`src/logic/sfi_regs.vh`:
```
// Purpose: constants for the self-test fault indicator
// Assumes: 25 MHz system clock
// Notes:   event codes are the low three hex digits of the report address
`ifndef SFI_REGS_VH
`define SFI_REGS_VH

// timing
`define SFI_CLK_HZ      25000000
`define SFI_BIT_S       1
`define SFI_WAIT_S      60
`define SFI_BEEP_MSB    3'h6
`define SFI_LED_OFF     8'h00

// states
`define SFI_ST_TEST     2'h0
`define SFI_ST_WAIT     2'h1
`define SFI_ST_RISK     2'h2
`define SFI_ST_BOOT     2'h3

// report address layout
`define SFI_ADDR_HI     20'hfffff
`define SFI_STEP        12'h006

// event kinds on EVT_KIND
`define SFI_EV_BUS      5'h00
`define SFI_EV_ADDR     5'h01
`define SFI_EV_ILL      5'h02
`define SFI_EV_ZDIV     5'h03
`define SFI_EV_CHK      5'h04
`define SFI_EV_TRAPV    5'h05
`define SFI_EV_PRIV     5'h06
`define SFI_EV_OP1010   5'h07
`define SFI_EV_OP1111   5'h08
`define SFI_EV_AUTOVEC  5'h09
`define SFI_EV_TRAP     5'h0a
`define SFI_EV_KBRST    5'h0b
`define SFI_EV_KBTMO    5'h0c
`define SFI_EV_BATT     5'h0d
`define SFI_EV_NMI      5'h0e
`define SFI_EV_SPUR     5'h0f
`define SFI_EV_VECT     5'h10
`define SFI_EV_FMT      5'h11
`define SFI_EV_COPROC   5'h12

// event codes
`define SFI_C_BUS       12'hffa
`define SFI_C_ADDR      12'hff4
`define SFI_C_ILL       12'hffe
`define SFI_C_ZDIV      12'hfe8
`define SFI_C_CHK       12'hfe2
`define SFI_C_TRAPV     12'hfdc
`define SFI_C_PRIV      12'hfd6
`define SFI_C_OP1010    12'hfca
`define SFI_C_OP1111    12'hfc4
`define SFI_C_LVL1      12'hfbe
`define SFI_C_TRAP0     12'hf3a
`define SFI_C_KBRST     12'hf34
`define SFI_C_KBTMO     12'hf2e
`define SFI_C_BATT      12'hf28
`define SFI_C_NMI       12'hf22
`define SFI_C_SPUR      12'hf1c
`define SFI_C_VECT0     12'heec
`define SFI_C_FMT       12'hee6
`define SFI_C_COPROC    12'hee0

`endif

```
`src/logic/sfi_top.v`:
```
// Purpose: power-up self-test fault indicator: leds, beeper, wait, event codes
// Assumes: all inputs but the asynchronous RST synchronous to CLK; strobes are one-cycle pulses
// Notes:   long second/minute counts are parameters so simulation can shrink them
`timescale 1ns/1ps
`include "sfi_regs.vh"

// Operation
// leds follow test stage while testing
// no failure: leds off, scan at once
// keep failures, show highest priority one
// beep low 7 bits msb first, 1 s each
// zero low tone, one high tone
// checksum failure: risk prompt, wait for return
// other failure: wait prompt, one-minute timeout
// return stops beep and cancels wait
// return sets attended mode
// unattended timeout boots first system found
// report address upper digits fffff
// range entries spaced six apart
// autovector levels fbe down to f9a
// keyboard reset, timeout, battery codes
// nmi, spurious, vectored range codes
// format error and coprocessor codes
// ties keep earliest stored failure
module sfi_top #(
  parameter [31:0] BIT_CYC  = `SFI_BIT_S * `SFI_CLK_HZ,
  parameter [31:0] WAIT_CYC = `SFI_WAIT_S * `SFI_CLK_HZ
) (
  input  wire        CLK,
  input  wire        RST,
  input  wire        STAGE_VLD,
  input  wire [7:0]  STAGE_CODE,
  input  wire        FAIL_VLD,
  input  wire [7:0]  FAIL_CODE,
  input  wire [1:0]  FAIL_PRIO,
  input  wire        FAIL_CSUM,
  input  wire        TEST_DONE,
  input  wire        RETURN_KEY,
  input  wire        EVT_VLD,
  input  wire [4:0]  EVT_KIND,
  input  wire [3:0]  EVT_IDX,
  output reg  [7:0]  LED,
  output reg         BEEP_ON,
  output reg         BEEP_HIGH,
  output reg         PROMPT_RISK,
  output reg         PROMPT_WAIT,
  output reg         SCAN_START,
  output reg         ATTENDED,
  output reg         AUTO_BOOT,
  output reg         REPORT_VLD,
  output reg  [31:0] REPORT_ADDR
);

  reg  [1:0]  state_r;
  reg         best_vld_r;
  reg  [7:0]  best_code_r;
  reg  [1:0]  best_prio_r;
  reg         best_csum_r;
  reg  [2:0]  bit_idx_r;
  reg  [31:0] bit_cnt_r;
  reg  [31:0] wait_cnt_r;

  wire        fail_win;
  wire [7:0]  fin_code;
  wire        fin_csum;
  wire        fin_any;
  wire [2:0]  bit_nxt;
  wire        bit_end;

  // step n entries along a range from its base code
  function [11:0] sfi_step;
    input [11:0] base;
    input [3:0]  n;
    input        down;
    reg   [11:0] ofs;
    begin
      ofs = `SFI_STEP * {8'h00, n};
      if (down) begin
        sfi_step = base - ofs;
      end else begin
        sfi_step = base + ofs;
      end
    end
  endfunction

  // event kind to low three hex digits of the report address
  function [11:0] sfi_evt_code;
    input [4:0] kind;
    input [3:0] idx;
    begin
      case (kind)
        `SFI_EV_BUS:     sfi_evt_code = `SFI_C_BUS;
        `SFI_EV_ADDR:    sfi_evt_code = `SFI_C_ADDR;
        `SFI_EV_ILL:     sfi_evt_code = `SFI_C_ILL;
        `SFI_EV_ZDIV:    sfi_evt_code = `SFI_C_ZDIV;
        `SFI_EV_CHK:     sfi_evt_code = `SFI_C_CHK;
        `SFI_EV_TRAPV:   sfi_evt_code = `SFI_C_TRAPV;
        `SFI_EV_PRIV:    sfi_evt_code = `SFI_C_PRIV;
        `SFI_EV_OP1010:  sfi_evt_code = `SFI_C_OP1010;
        `SFI_EV_OP1111:  sfi_evt_code = `SFI_C_OP1111;
        // level 0 or above 7 is no real level: spurious
        `SFI_EV_AUTOVEC: begin
          if (idx == 4'h0 || idx > 4'h7) begin
            sfi_evt_code = `SFI_C_SPUR;
          end else begin
            sfi_evt_code = sfi_step(`SFI_C_LVL1, idx - 4'h1, 1'b1);
          end
        end
        `SFI_EV_TRAP:    sfi_evt_code = sfi_step(`SFI_C_TRAP0, idx, 1'b0);
        `SFI_EV_KBRST:   sfi_evt_code = `SFI_C_KBRST;
        `SFI_EV_KBTMO:   sfi_evt_code = `SFI_C_KBTMO;
        `SFI_EV_BATT:    sfi_evt_code = `SFI_C_BATT;
        `SFI_EV_NMI:     sfi_evt_code = `SFI_C_NMI;
        `SFI_EV_SPUR:    sfi_evt_code = `SFI_C_SPUR;
        // only eight vectored slots exist, so the top index bit is dropped
        `SFI_EV_VECT:    sfi_evt_code = sfi_step(`SFI_C_VECT0, {1'b0, idx[2:0]}, 1'b0);
        `SFI_EV_FMT:     sfi_evt_code = `SFI_C_FMT;
        `SFI_EV_COPROC:  sfi_evt_code = `SFI_C_COPROC;
        default:         sfi_evt_code = `SFI_C_FMT;
      endcase
    end
  endfunction

  // a failure in the done cycle still counts; strict compare keeps the earliest
  assign fail_win = FAIL_VLD && (!best_vld_r || FAIL_PRIO > best_prio_r);
  assign fin_code = fail_win ? FAIL_CODE : best_code_r;
  assign fin_csum = fail_win ? FAIL_CSUM : best_csum_r;
  assign fin_any  = fail_win || best_vld_r;
  assign bit_nxt  = bit_idx_r - 3'h1;
  assign bit_end  = (bit_cnt_r == BIT_CYC - 32'h1);

  // failure store, only during test
  always @(posedge CLK or posedge RST) begin
    if (RST) begin
      best_vld_r  <= 1'b0;
      best_code_r <= 8'h00;
      best_prio_r <= 2'h0;
      best_csum_r <= 1'b0;
    end else if (state_r == `SFI_ST_TEST && fail_win) begin
      best_vld_r  <= 1'b1;
      best_code_r <= FAIL_CODE;
      best_prio_r <= FAIL_PRIO;
      best_csum_r <= FAIL_CSUM;
    end
  end

  // sequencer: test, failure wait, risk wait, boot scan
  always @(posedge CLK or posedge RST) begin
    if (RST) begin
      state_r     <= `SFI_ST_TEST;
      LED         <= `SFI_LED_OFF;
      BEEP_ON     <= 1'b0;
      BEEP_HIGH   <= 1'b0;
      PROMPT_RISK <= 1'b0;
      PROMPT_WAIT <= 1'b0;
      SCAN_START  <= 1'b0;
      ATTENDED    <= 1'b0;
      AUTO_BOOT   <= 1'b0;
      bit_idx_r   <= 3'h0;
      bit_cnt_r   <= 32'h0;
      wait_cnt_r  <= 32'h0;
    end else begin
      SCAN_START <= 1'b0;
      case (state_r)
        `SFI_ST_TEST: begin
          if (TEST_DONE && !fin_any) begin
            LED        <= `SFI_LED_OFF;
            SCAN_START <= 1'b1;
            AUTO_BOOT  <= 1'b1;
            state_r    <= `SFI_ST_BOOT;
          end else if (TEST_DONE) begin
            LED         <= fin_code;
            BEEP_ON     <= 1'b1;
            BEEP_HIGH   <= fin_code[6];
            bit_idx_r   <= `SFI_BEEP_MSB;
            bit_cnt_r   <= 32'h0;
            wait_cnt_r  <= 32'h0;
            PROMPT_RISK <= fin_csum;
            PROMPT_WAIT <= !fin_csum;
            state_r     <= fin_csum ? `SFI_ST_RISK : `SFI_ST_WAIT;
          end else if (STAGE_VLD) begin
            LED <= STAGE_CODE;
          end
        end
        `SFI_ST_WAIT, `SFI_ST_RISK: begin
          // return wins over a timeout landing in the same cycle
          if (RETURN_KEY) begin
            BEEP_ON     <= 1'b0;
            PROMPT_RISK <= 1'b0;
            PROMPT_WAIT <= 1'b0;
            ATTENDED    <= 1'b1;
            AUTO_BOOT   <= 1'b0;
            SCAN_START  <= 1'b1;
            state_r     <= `SFI_ST_BOOT;
          end else if (state_r == `SFI_ST_WAIT && wait_cnt_r == WAIT_CYC - 32'h1) begin
            BEEP_ON     <= 1'b0;
            PROMPT_WAIT <= 1'b0;
            AUTO_BOOT   <= 1'b1;
            SCAN_START  <= 1'b1;
            state_r     <= `SFI_ST_BOOT;
          end else begin
            // risk wait has no timeout; its counter simply idles
            if (state_r == `SFI_ST_WAIT) begin
              wait_cnt_r <= wait_cnt_r + 32'h1;
            end
            if (BEEP_ON) begin
              bit_cnt_r <= bit_end ? 32'h0 : bit_cnt_r + 32'h1;
              if (bit_end && bit_idx_r == 3'h0) begin
                BEEP_ON <= 1'b0;
              end else if (bit_end) begin
                bit_idx_r <= bit_nxt;
                BEEP_HIGH <= LED[bit_nxt];
              end
            end
          end
        end
        `SFI_ST_BOOT: begin
          state_r <= `SFI_ST_BOOT;
        end
        default: begin
          state_r <= `SFI_ST_TEST;
        end
      endcase
    end
  end

  // unexpected event reporting, one cycle after the strobe
  always @(posedge CLK or posedge RST) begin
    if (RST) begin
      REPORT_VLD  <= 1'b0;
      REPORT_ADDR <= 32'h0;
    end else begin
      REPORT_VLD <= EVT_VLD;
      if (EVT_VLD) begin
        REPORT_ADDR <= {`SFI_ADDR_HI, sfi_evt_code(EVT_KIND, EVT_IDX)};
      end
    end
  end

endmodule
```
`config.mk`:
```
export PLATFORM = sky130hd
export DESIGN_NAME = sfi_top
export DESIGN_NICKNAME = d
export VERILOG_FILES = /design/src/logic/sfi_top.v
export VERILOG_INCLUDE_DIRS = /design/src /design/src/logic
export SDC_FILE = /design/constraint.sdc
export NUM_CORES = 1
export LEC_CHECK = 0
export ABC_AREA = 0
export BUFFER_PORTS_ARGS = -buffer_cell sky130_fd_sc_hd__buf_2
export CAP_MARGIN = 10
export CORE_MARGIN = 2
export CORE_UTILIZATION = 55
export CTS_CLUSTER_DIAMETER = 150
export DETAILED_ROUTE_END_ITERATION = 10
export GPL_TIMING_DRIVEN = 0
export PLACE_DENSITY_LB_ADDON = 0.2
export RECOVER_POWER = 50
export SKIP_LAST_GASP = 1
export SLEW_MARGIN = 30
export SYNTH_ARGS = -nofsm -noshare
export SYNTH_HDL_FRONTEND = slang
export SYNTH_SLANG_ARGS = --single-unit
```
`constraint.sdc`:
```
create_clock -name CLK -period 4.08 [get_ports CLK]
set_clock_uncertainty 0.15 [all_clocks]
set_input_delay 0.204 -clock CLK [delete_from_list [all_inputs] [get_ports CLK]]
set_output_delay 0.204 -clock CLK [all_outputs]
set_load 0.05 [all_outputs]
```
# Word-level counts from Yosys, hierarchy flattened
# Index checks and enable logic that the tools add are counted.
# totals
wordCells	159
register_bits	110
in_bits	35
output_inout_bits	48
# op_classes
reduce_logical	28
n_mux	66
multipliers	3
n_addsub	7
n_lt_le_gt_ge	3
eq_ne	34
# op_table
operator	count
32-bit two-way mux	9
12-bit one-hot mux with 18 select lines	1
32-bit one-hot mux with 2 select lines	2
32-bit by 1-bit adder with 32-bit output, second input constant	2
5-bit by 4-bit equality test with 1-bit output, second input constant	8
32-bit by 25-bit equality test with 1-bit output, second input constant	1
32-bit by 31-bit equality test with 1-bit output, second input constant	1
8-bit two-way mux	4
1-bit two-way mux	28
3-bit two-way mux	7
5-bit by 3-bit equality test with 1-bit output, second input constant	4
2-bit != test, second input constant	9
2-bit by 4-bit multiplier with 6-bit output, first input constant	2
12-bit two-way mux	1
1-bit one-hot mux with 2 select lines	6
6-bit AND reduction	2
10-bit by 7-bit adder with 11-bit output, first input constant	1
9-bit by 8-bit adder with 10-bit output, first input constant	1
5-bit by 2-bit equality test with 1-bit output, second input constant	2
5-bit equality test, second input constant	2
2-bit two-way mux	5
8-bit by 8-bit subtractor with 9-bit output, first input constant	1
4-bit AND reduction	2
8-bit AND reduction	1
other kinds (27)	39

# Depth between registers and ports, before layout
# Gate-level depths: netlist of the first run.
# depth
word_depth	9
mapped_depth	11
depth_no_buf	11

# Worst setup path before layout of the first run
# Ideal clock, no wire load.
# synth_path
kind	register to register
from	register state_r[0]
to	register wait_cnt_r[21]
setup_ns	0.132
slack_ns	1.582
t_required_ns	3.798
path_buffers	0
stages_incl_launch_ff	9
period_less_slack_ns	2.498
arrival_time_ns	2.216
cell_sequence	dfrtp_1 > inv_1 > ha_1 > and2_1 > a2111oi_4 > nand3_1 > or4_1 > xnor2_1 > nor2_1
# synth_between
elab_chain_cells	4
word_cells_on_any_way	13
cone_classes	eq/ne (7); mux (1); reduce/logical (5)
# synth_lines
item	line	text
start, declared	sfi_top.v:54	reg [1:0] state_r;
start signal, assigned	sfi_top.v:150	state_r <= `SFI_ST_TEST;
start signal, assigned	sfi_top.v:170	state_r <= `SFI_ST_BOOT;
start signal, assigned	sfi_top.v:180	state_r <= fin_csum ? `SFI_ST_RISK : `SFI_ST_WAIT;
2-bit by 1-bit equality test with 1-bit output / 2-bit equality test (equally long branches)	sfi_top.v:164	case (state_r)
2-bit OR reduction / 1-bit logical AND (equally long branches)	sfi_top.v:164, sfi_top.v:195	
2-bit != test (no line) / 2-bit nonzero test (equally long branches)	--	
6-bit AND reduction (no line)	--	
end signal, assigned	sfi_top.v:204	wait_cnt_r <= wait_cnt_r + 32'h1;
end, declared	sfi_top.v:61	reg [31:0] wait_cnt_r;
# Parallel ways exist; a longest one is shown, timed or not.
# A chain may end at the register's enable or synchronous reset.

# Final worst setup path of the first run
# layout_path
from	register state_r[0]
to	register wait_cnt_r[31]
# The elaborated chain is that of the path after synthesis.

==> results of run 1 <==
==> how the worst min path moves through the flow <==
stage / from / to / slack [ps] / cells past startpoint
after floorplan: EVT_VLD / REPORT_VLD / 90 / 0
after CTS: RETURN_KEY / PROMPT_RISK / 70 / 4
after global placement: FAIL_PRIO[1] / best_prio_r[1] / 280 / 3
final: STAGE_CODE[4] / LED[4] / 80 / 4
after global routing: STAGE_CODE[4] / LED[4] / 100 / 4
after detailed placement: RST / REPORT_ADDR[2] / 190 / 2
==> synthesized netlist by cell type (5+ instances only) <==
cell type,count,area (um^2)
buf_2,5,25.02
nand2_1,74,277.8
xor2_1,7,61.31
nor2b_1,5,31.28
and3_1,11,68.82
or3_1,6,37.54
mux2_2,14,157.7
nand4_1,17,106.4
nor4_1,9,56.30
o21ai_1,5,25.02
nor2_1,53,198.9
a21o_1,13,97.59
clkbuf_1,23,86.33
dfrtp_1,106,2653
o21ai_0,92,460.4
inv_1,34,127.6
and2_1,6,37.54
o31ai_1,19,142.6
nor3_1,11,55.05
o22ai_1,8,50.05
o41ai_1,6,52.55
mux2i_1,14,140.1
ha_1,32,400.4
a31oi_1,13,81.33
a21oi_1,42,210.2
nand3_1,31,155.2
xnor2_1,20,175.2
buf_4,26,195.2
o21a_1,6,45.04
==> flip-flops by register name, summed over array words and instances, names as in the netlist, 2 cells and up <==
register	flops
bit_cnt_r	32
REPORT_ADDR	9
best_prio_r	2
state_r	2
best_code_r	8
LED	8
wait_cnt_r	32
bit_idx_r	3
==> worst min-delay path: stages <==
cell and delay [ps]:
buf_2 70, o21ai_0 70, a21oi_1 120, a21o_1 90
==> layout make-up <==
cell class / count / area [um^2] / share of cell area
Antenna cell: 1 / 2.502 / 0.0003163
Buffer: 59 / 352.8 / 0.04459
Clock buffer: 10 / 239.0 / 0.03020
Clock inverter: 6 / 48.80 / 0.006167
Inverter: 34 / 127.6 / 0.01613
Multi-Input combinational cell: 577 / 3759 / 0.4750
Sequential cell: 106 / 2653 / 0.3352
Tap cell: 168 / 210.2 / 0.02657
Timing Repair Buffer: 94 / 520.5 / 0.06578
==> logic make-up after synthesis <==
kind of cell / synth area share
flip-flops: 0.3849
other: 0.0005441
buffers and inverters: 0.06971
AND/OR/NAND/NOR: 0.1857
adder cells (fa/ha/maj): 0.06391
XOR/XNOR: 0.03431
AO/OA/AOI/OAI: 0.2111
multiplexers: 0.04974
==> report_power, final <==
group	switching (mW)	internal (mW)	leakage, nW
Sequential	0.0216	1.07	1.39
Combinational	0.194	0.102	1.96
Clock	0.418	0.437	0.132
Total	0.633	1.61	3.48
==> what timing repair did <==
action                    4_1_cts  5_1_grt
gates resized for setup         0        0
hold buffers                   13        0
buffers inserted                0        0
hold endpoints to repair       79        0
==> per-stage QoR <==
| stage | utilization | instances | hold WS (ps) | setup slack, ps | instance area [um^2] |
|---|---|---|---|---|---|
| CTS | 0.6560 | 1054 | 69.61 | 1118 | 7945 |
| global route | 0.6533 | 1055 | 103.1 | 515.3 | 7913 |
| detailed placement | 0.6215 | 1025 | 186.0 | 1134 | 7527 |
| finish | 0.6533 | 1055 | 78.68 | 1088 | 7913 |
| global placement | 0.6194 | 1024 | 277.1 | -272.4 | 7502 |
| floorplan | - | 776 | 85.43 | 937.1 | 6892 |
==> routing by layer <==
metal	routed length (um)	part of all wire
met2	8605	0.49
met5	0	0
met1	7718	0.44
met3	898	0.051
met4	295	0.017
==> results.yml, run 1 <==
synth:
  avgSynthCellArea_um2: 8.881
  synthArstFlopShare: 1.000
  synth.distinct_cells: 75
  syn_inst: 776
  synth.ff_latch_count: 106
  synth_edf_count: 0
  synth_area_mm2: 0.006892
  syn-num-nets: 845
  synth_seq_area_share: 0.3849
  ys_warn_count: 0
  synth_flop_cell: "dfrtp_1"
cts:
  cts.path.max_buffers: 2
  cts.sinks: 106
  htree_levels: 3
  clk_pin_slew_worst_paths_ps: 70
  cts_buffers: 9
  clock-root-buffer: "clkbuf_16"
  worstSkewPairLatency_ps: 360
  tritoncts: "yes"
setup_path:
  worst_path_largest_cell_delay_ps: 560
  r2r_slack_ps: 1090
  rr_worst_depth: 8
  worstReg2RegStart: "state_r[0]"
  cp.arrival_ps: 3070
  path_cells: "inv_1 -> ha_1 -> and2_1 -> a2111oi_4 -> nand3_1 -> nor4b_1 -> xnor2_1 -> nor2_1"
  path_class: "flop to flop"
  worst-path-buf-inv: 1
  critical_path.top_delay_family: "simple AND/OR/NAND/NOR gates"
  timing.critical_path.depth: 8
  start_kind: "flop"
  cp.required_ps: 4150
  cp-end-kind: "flop"
  reg2reg_to: "wait_cnt_r[31]"
  cp-startpoint: "state_r[0]"
  slowest_stage: "a2111oi_4"
  critPathCapture: "wait_cnt_r[31]"
  path_max_fanout: 7
floorplan:
  fp.dieW_um: 115.9
  core_area_mm2: 0.01211
  start_util: 0.5690
  pin_count: 83
  dieArea_mm2: 0.01344
  row_count: 40
  dieHeight_um: 115.9
drt:
  dr.pass1.iters: 6
  vias_per_cell: 5.936
  drc: 0
  ant_nets: 0
  wl_mm: 17.52
  drt_iter0_drc: 442
  wl_per_cell_um: 16.60
  vias: 6263
finish:
  final_common_cell: "dfrtp_1"
  final_cell_mix: "dfrtp_1 (106), o21ai_0 (92), nand2_1 (74)"
  nFillCells: 1030
  nNetsFinal: 950
  synthToLayoutAreaGrowth_pct: 14.81
  drive_gt1_frac: 0.1648
placement:
  port_buffers: 80
  place_hpwl_mm: 12.46
  routabilityCongestion: 0.9088
grt:
  grtUsageMet2: 0.4589
  antenna_found_initial: 1
  grt_use_total: 0.2708
  busiest_layer: "met2"
  grtUsageMet1: 0.3516
  grt_pass1_wl_mm: 28.87
  grt_max_degree: 69
  overflow: 0
  grt_pass1_vias: 6101
  globalRouteMet3Util: 0.04289
run_status:
  run_status: "complete, but fails checks"
  violations: "max-capacitance violations, max-slew violations"
job:
  drv_cap: 1
power:
  ir_drop_v: 0.0002775
  p_total_mw: 2.245
  power_density_mw_per_mm2: 283.7
  p_leak_nw: 3.484
sta:
  drv_slew: 68
  finalCriticalPeriod_ps: 2992
  rsz0062_at_grt: "false"
  tns_ps: 0
  worstMarginPinSlew_ps: 2627
  fmax_ghz: 0.3342
  finalSetupViolCount: 0
  fin_crit_sh: 0.7333
  max_slew_margin: -0.7533
  final_hold_viol_count: 0
worst_hold_path:
  hold_class: "primary input to flop"
No activity file was read; power rests on OpenSTA's default activity.
==> inputs of run 2 (changes only) <==
--- a/config.mk
+++ b/config.mk
@@ -10,7 +10,7 @@
 export BUFFER_PORTS_ARGS = -buffer_cell sky130_fd_sc_hd__buf_2
 export CAP_MARGIN = 10
 export CORE_MARGIN = 2
-export CORE_UTILIZATION = 55
+export CORE_UTILIZATION = 54
 export CTS_CLUSTER_DIAMETER = 150
 export DETAILED_ROUTE_END_ITERATION = 10
 export GPL_TIMING_DRIVEN = 0
==> constraint.sdc (replaced) <==
create_clock -name CLK -period 2.7 [get_ports CLK]
set_clock_uncertainty 0.15 [all_clocks]
set_input_delay 0.135 -clock CLK [delete_from_list [all_inputs] [get_ports CLK]]
set_output_delay 0.135 -clock CLK [all_outputs]
set_load 0.05 [all_outputs]
==> run 2 against run 1 <==
Net effect: the flow now finishes without violations; first-iteration DRC count grew 31%; sequential share of layout area down 0.88 points; cell area is 2.7% higher; critical path type unchanged.
==> results.yml, run 2 (synthesis results as in run 1) <==
setup_path:
  reg2reg_to: "wait_cnt_r[12]"
  rr_worst_depth: 8
  cp.required_ps: 2780
  start_kind: "flop"
  path_class: "flop to flop"
  cp.arrival_ps: 2650
  cp-end-kind: "flop"
  worstReg2RegStart: "state_r[0]"
  r2r_slack_ps: 130
  path_max_fanout: 10
finish:
  final_cell_count_no_fill: 1068
  final_cell_mix: "dfrtp_1 (106), o21ai_0 (91), nand2_1 (74)"
  drive_gt1_frac: 0.1897
  synthToLayoutAreaGrowth_pct: 17.90
  nNetsFinal: 960
  n_antenna_cell: 0
  fin_util: 0.6491
  final_common_cell: "dfrtp_1"
  largest_registers: "bit_cnt_r: 32 flops, wait_cnt_r: 32 flops, REPORT_ADDR: 9 flops"
grt:
  grt_max_degree: 28
  grt_pass1_wl_mm: 28.75
  overflow: 0
  grt_use_total: 0.2643
  grt_pass1_vias: 5971
  antenna_found_initial: 0
placement:
  place_hpwl_mm: 12.58
  port_buffers: 80
  routabilityCongestion: 0.8712
  dp.cells: 1032
cts:
  clock-root-buffer: "clkbuf_16"
  tritoncts: "yes"
  clk_pin_slew_worst_paths_ps: 70
  cts.sinks: 106
  htree_levels: 3
  cts_buffers: 9
  cts.path.max_buffers: 2
  worstSkewPairLatency_ps: 350
drt:
  ant_nets: 0
  wl_per_cell_um: 16.31
  drt_iter0_drc: 579
  drc: 0
  dr.pass1.iters: 5
  vias: 6303
  wl_mm: 17.41
  vias_per_cell: 5.902
sta:
  worstMarginPinSlew_ps: 768.0
  max_slew_margin: 0.4880
  finalCriticalPeriod_ps: 2572
  fmax_ghz: 0.3888
  final_hold_viol_count: 0
  fin_crit_sh: 0.9526
  drv_slew: 0
  finalSetupViolCount: 0
worst_hold_path:
  hold_class: "primary input to flop"
  hold-path-cell-count: 4
  hold_path_end: "LED[7]"
  min_from: "STAGE_CODE[7]"
floorplan:
  row_count: 41
  start_util: 0.5506
  pin_count: 83
  dieArea_mm2: 0.01368
  core_area_mm2: 0.01252
  dieHeight_um: 117.0
  fp.dieW_um: 117.0
power:
  power_density_mw_per_mm2: 416.6
  p_leak_nw: 3.598
  ir_drop_v: 0.0002462
job:
  drv_cap: 0
run_status:
  run_status: "finished, final reports clean"
==> run 2: how the worst max path moves through the flow <==
stage,start,to,depth (start not counted)
after floorplan,state_r[0],wait_cnt_r[21],8
after global placement,state_r[0],wait_cnt_r[21],8
after detailed placement,state_r[0],wait_cnt_r[12],7
after CTS,state_r[1],bit_cnt_r[12],8
after global routing,state_r[1],bit_cnt_r[27],10
final,state_r[0],wait_cnt_r[12],8
==> run 2: layout make-up <==
type,count,area (um^2)
clock buffer,12,256.5
buffer,59,377.9
fill,1120,4392
clock inverter,4,26.28
inverter,34,128.9
tap,172,215.2
multi-input combinational,577,3831
timing repair buffer,104,636.9
sequential,106,2653
==> run 2: critical path, stage by stage, from the launching register on <==
cell,delay [ps]
dfrtp_1,370
inv_1,100
ha_1,390
and2_1,210
a2111oi_4,180
buf_4,210
nand3_1,160
clkbuf_2,290
o41ai_1,380
==> run 2: power breakdown <==
group	internal, mW	leakage (nW)	switching (mW)
registers	1.62	1.39	0.0318
logic	0.166	2.07	0.299
clock network	0.676	0.139	0.591
==> run 2: metrics by stage <==
| step | total power, mW | hold slack, ps | area, um^2 | setup TNS (ps) | setup slack [ps] |
|---|---|---|---|---|---|
| after floorplan | 1.989 | 16.43 | 6895 | 0 | 202.0 |
| after global placement | 2.104 | 209.5 | 7511 | -356.6 | -139.7 |
| after detailed placement | 2.134 | -11.65 | 7606 | -1540 | -155.1 |
| after CTS | 3.417 | 9.174 | 8069 | 0 | 39.93 |
| after global routing | 3.542 | 40.78 | 8125 | -5.102 | -5.102 |
| final | 3.385 | 15.50 | 8125 | 0 | 128.1 |
==> run 2: timing repair <==
action / in CTS / in global routing
buffers inserted: 1 / 4
hold endpoints to repair: 46 / 0
hold buffers: 15 / 0
setup endpoints to repair: 38 / 69
pin swaps: 1 / 1
resized for setup: 5 / 32
==> run 2: per-layer routing <==
layer / share of wire / vias to the layer above / wire (um) / track usage
met3: 0.046 / 23 / 808 / 0.05149
met1: 0.45 / 3071 / 7909 / 0.3537
met4: 0.012 / 0 / 216 / 0.07451
met5: 0 / - / 0 / 0
li1: - / 3020 / - / -
met2: 0.49 / 189 / 8480 / 0.4401
==> inputs of run 3 (changes only) <==
--- a/config.mk
+++ b/config.mk
@@ -9,8 +9,10 @@
 export ABC_AREA = 0
 export BUFFER_PORTS_ARGS = -buffer_cell sky130_fd_sc_hd__buf_2
 export CAP_MARGIN = 10
+export CELL_PAD_IN_SITES_DETAIL_PLACEMENT = 0
+export CELL_PAD_IN_SITES_GLOBAL_PLACEMENT = 2
 export CORE_MARGIN = 2
-export CORE_UTILIZATION = 54
+export CORE_UTILIZATION = 33
 export CTS_CLUSTER_DIAMETER = 150
 export DETAILED_ROUTE_END_ITERATION = 10
 export GPL_TIMING_DRIVEN = 0
==> run 3 against run 2 <==
Net effect: worst hold slack better by 12 ps; register-to-register slack hardly changed; die area is 61% higher; clock power hardly changed; largest power group unchanged; fmax is 0.53% lower; critical path type unchanged; clock-buffer cell count is 2 lower; highest routed layer unchanged.
==> results.yml, run 3 (synthesis results as in run 1) <==
finish:
  n_antenna_cell: 0
  final_cell_mix: "dfrtp_1 (106), o21ai_0 (92), nand2_1 (74)"
  regArea_mm2: 0.002653
  drive_gt1_frac: 0.2002
  nNetsFinal: 963
  multi_input_area_mm2: 0.003855
  fin_area_mm2: 0.008288
  final_common_cell: "dfrtp_1"
  largest_registers: "bit_cnt_r: 32 flops, wait_cnt_r: 32 flops, REPORT_ADDR: 9 flops"
  final_cell_count_no_fill: 1169
  synthToLayoutAreaGrowth_pct: 20.26
  nFillCells: 2040
cts:
  cts.path.max_buffers: 2
  cts_buffers: 9
  cts.sinks: 106
  tritoncts: "yes"
  clock-root-buffer: "clkbuf_16"
  htree_levels: 3
  clk_pin_slew_worst_paths_ps: 80
  worstSkewPairLatency_ps: 360
setup_path:
  worst_path_largest_cell_delay_ps: 400
  path_cells: "inv_1 -> ha_1 -> and4b_1 -> and4_2 -> a311oi_4 -> o21a_1 -> o21ai_1 -> mux2_2"
  worstReg2RegStart: "state_r[1]"
  cp.arrival_ps: 2680
  start_kind: "flop"
  rr_worst_depth: 8
  cp-end-kind: "flop"
  r2r_slack_ps: 110
  path_max_fanout: 5
  path_class: "flop to flop"
  reg2reg_to: "bit_idx_r[0]"
  slowest_stage: "a311oi_4"
  cp.required_ps: 2790
  cp-startpoint: "state_r[1]"
  critPathCapture: "bit_idx_r[0]"
sta:
  max_slew_margin: 0.1337
  holdWs_ps: 27.40
  fin_ws_ps: 114.5
  worstMarginPinSlew_ps: 1299
  fmax_ghz: 0.3868
  tns_ps: 0
  finalSetupViolCount: 0
  drv_slew: 0
  final_hold_viol_count: 0
  fin_crit_sh: 0.9576
  finalCriticalPeriod_ps: 2586
  rsz0062_at_grt: "true"
grt:
  grtUsageMet2: 0.2762
  grt_use_total: 0.1793
  grt_pass1_wl_mm: 31.76
  antenna_found_initial: 0
  globalRouteMet3Util: 0.03528
  grtUsageMet1: 0.2645
  busiest_layer: "met2"
  overflow: 0
  grt_pass1_vias: 5939
  grt_max_degree: 29
job:
  drv_cap: 0
placement:
  routabilityCongestion: 0.8217
  dp.cells: 1130
  place_hpwl_mm: 14.26
  pre_cts_slack_ps: -309.0
  placed_cell_area_mm2: 0.007721
  port_buffers: 80
drt:
  vias_per_cell: 5.271
  ant_nets: 0
  dr.pass1.iters: 5
  vias: 6162
  drt_iter0_drc: 369
  wl_mm: 19.24
  wl_per_cell_um: 16.46
  drc: 0
power:
  ir_drop_v: 0.0002887
  p_leak_nw: 3.619
  power_density_mw_per_mm2: 412.4
floorplan:
  dieArea_mm2: 0.02206
  pin_count: 83
  core_area_mm2: 0.02036
  start_util: 0.3384
  fp.dieW_um: 148.5
  dieHeight_um: 148.5
  row_count: 52
worst_hold_path:
  hold_class: "primary input to flop"
run_status:
  run_status: "finished, final reports clean"
==> run 3: changes by cell type in the layout (fill, tap and decap cells not counted), sizes merged, moves of 2 or more <==
cell	change
dlymetal6s4s	+2
clkinv	-2
clkbuf	-3
inv	+3
buf	+3
==> run 3: through the flow <==
| step | util | power (mW) |
|---|---|---|
| after detailed placement | 0.3791 | 2.140 |
| after CTS | 0.4033 | 3.484 |
| after global routing | 0.4070 | 3.599 |
| after global placement | 0.3748 | 2.121 |
| final | 0.4070 | 3.418 |
| after floorplan | - | 1.989 |
==> run 3: worst min-delay path by stage <==
stage / from / to / slack, ps / cells past startpoint
floorplan: EVT_VLD / REPORT_VLD / 20 / 0
CTS: STAGE_CODE[6] / LED[6] / 4 / 4
global route: STAGE_CODE[5] / LED[5] / 50 / 4
global placement: FAIL_PRIO[1] / best_prio_r[1] / 210 / 3
finish: STAGE_CODE[6] / LED[6] / 30 / 4
detailed placement: RST / wait_cnt_r[28] / 10 / 2
==> run 3: final cells by class <==
type	count	share of cell area
tap	270	0.04076
clock buffer	10	0.02883
multi-input combinational	577	0.4651
buffer	59	0.04559
clock inverter	6	0.005586
sequential	106	0.3200
inverter	34	0.01555
timing repair buffer	107	0.07850
==> run 3: power breakdown <==
| part | internal, mW | switching [mW] |
|---|---|---|
| clock network | 0.661 | 0.641 |
| logic | 0.164 | 0.299 |
| registers | 1.62 | 0.0324 |
==> run 3: per-layer routing <==
metal / share of wire / up-vias
li1: - / 3009
met3: 0.040 / 6
met2: 0.44 / 100
met5: 0 / -
met4: 0.0057 / 0
met1: 0.51 / 3047
==> run 3: worst max-delay path: cells and delay by family (launching register included) <==
| kind | cells | cell delay, ps |
|---|---|---|
| compound gates | 3 | 880 |
| buf+inv | 1 | 90 |
| mux | 1 | 290 |
| simple gates | 2 | 460 |
| fa+ha+maj | 1 | 230 |
| flops | 1 | 370 |
==> run 3: repair_timing <==
action	4_1_cts	5_1_grt
pin swaps	2	3
endpoints found under the hold margin	79	0
setup endpoints to repair	55	62
gates cloned	0	0
gates resized for setup	10	29
hold buffers	14	0
setup buffers	3	6
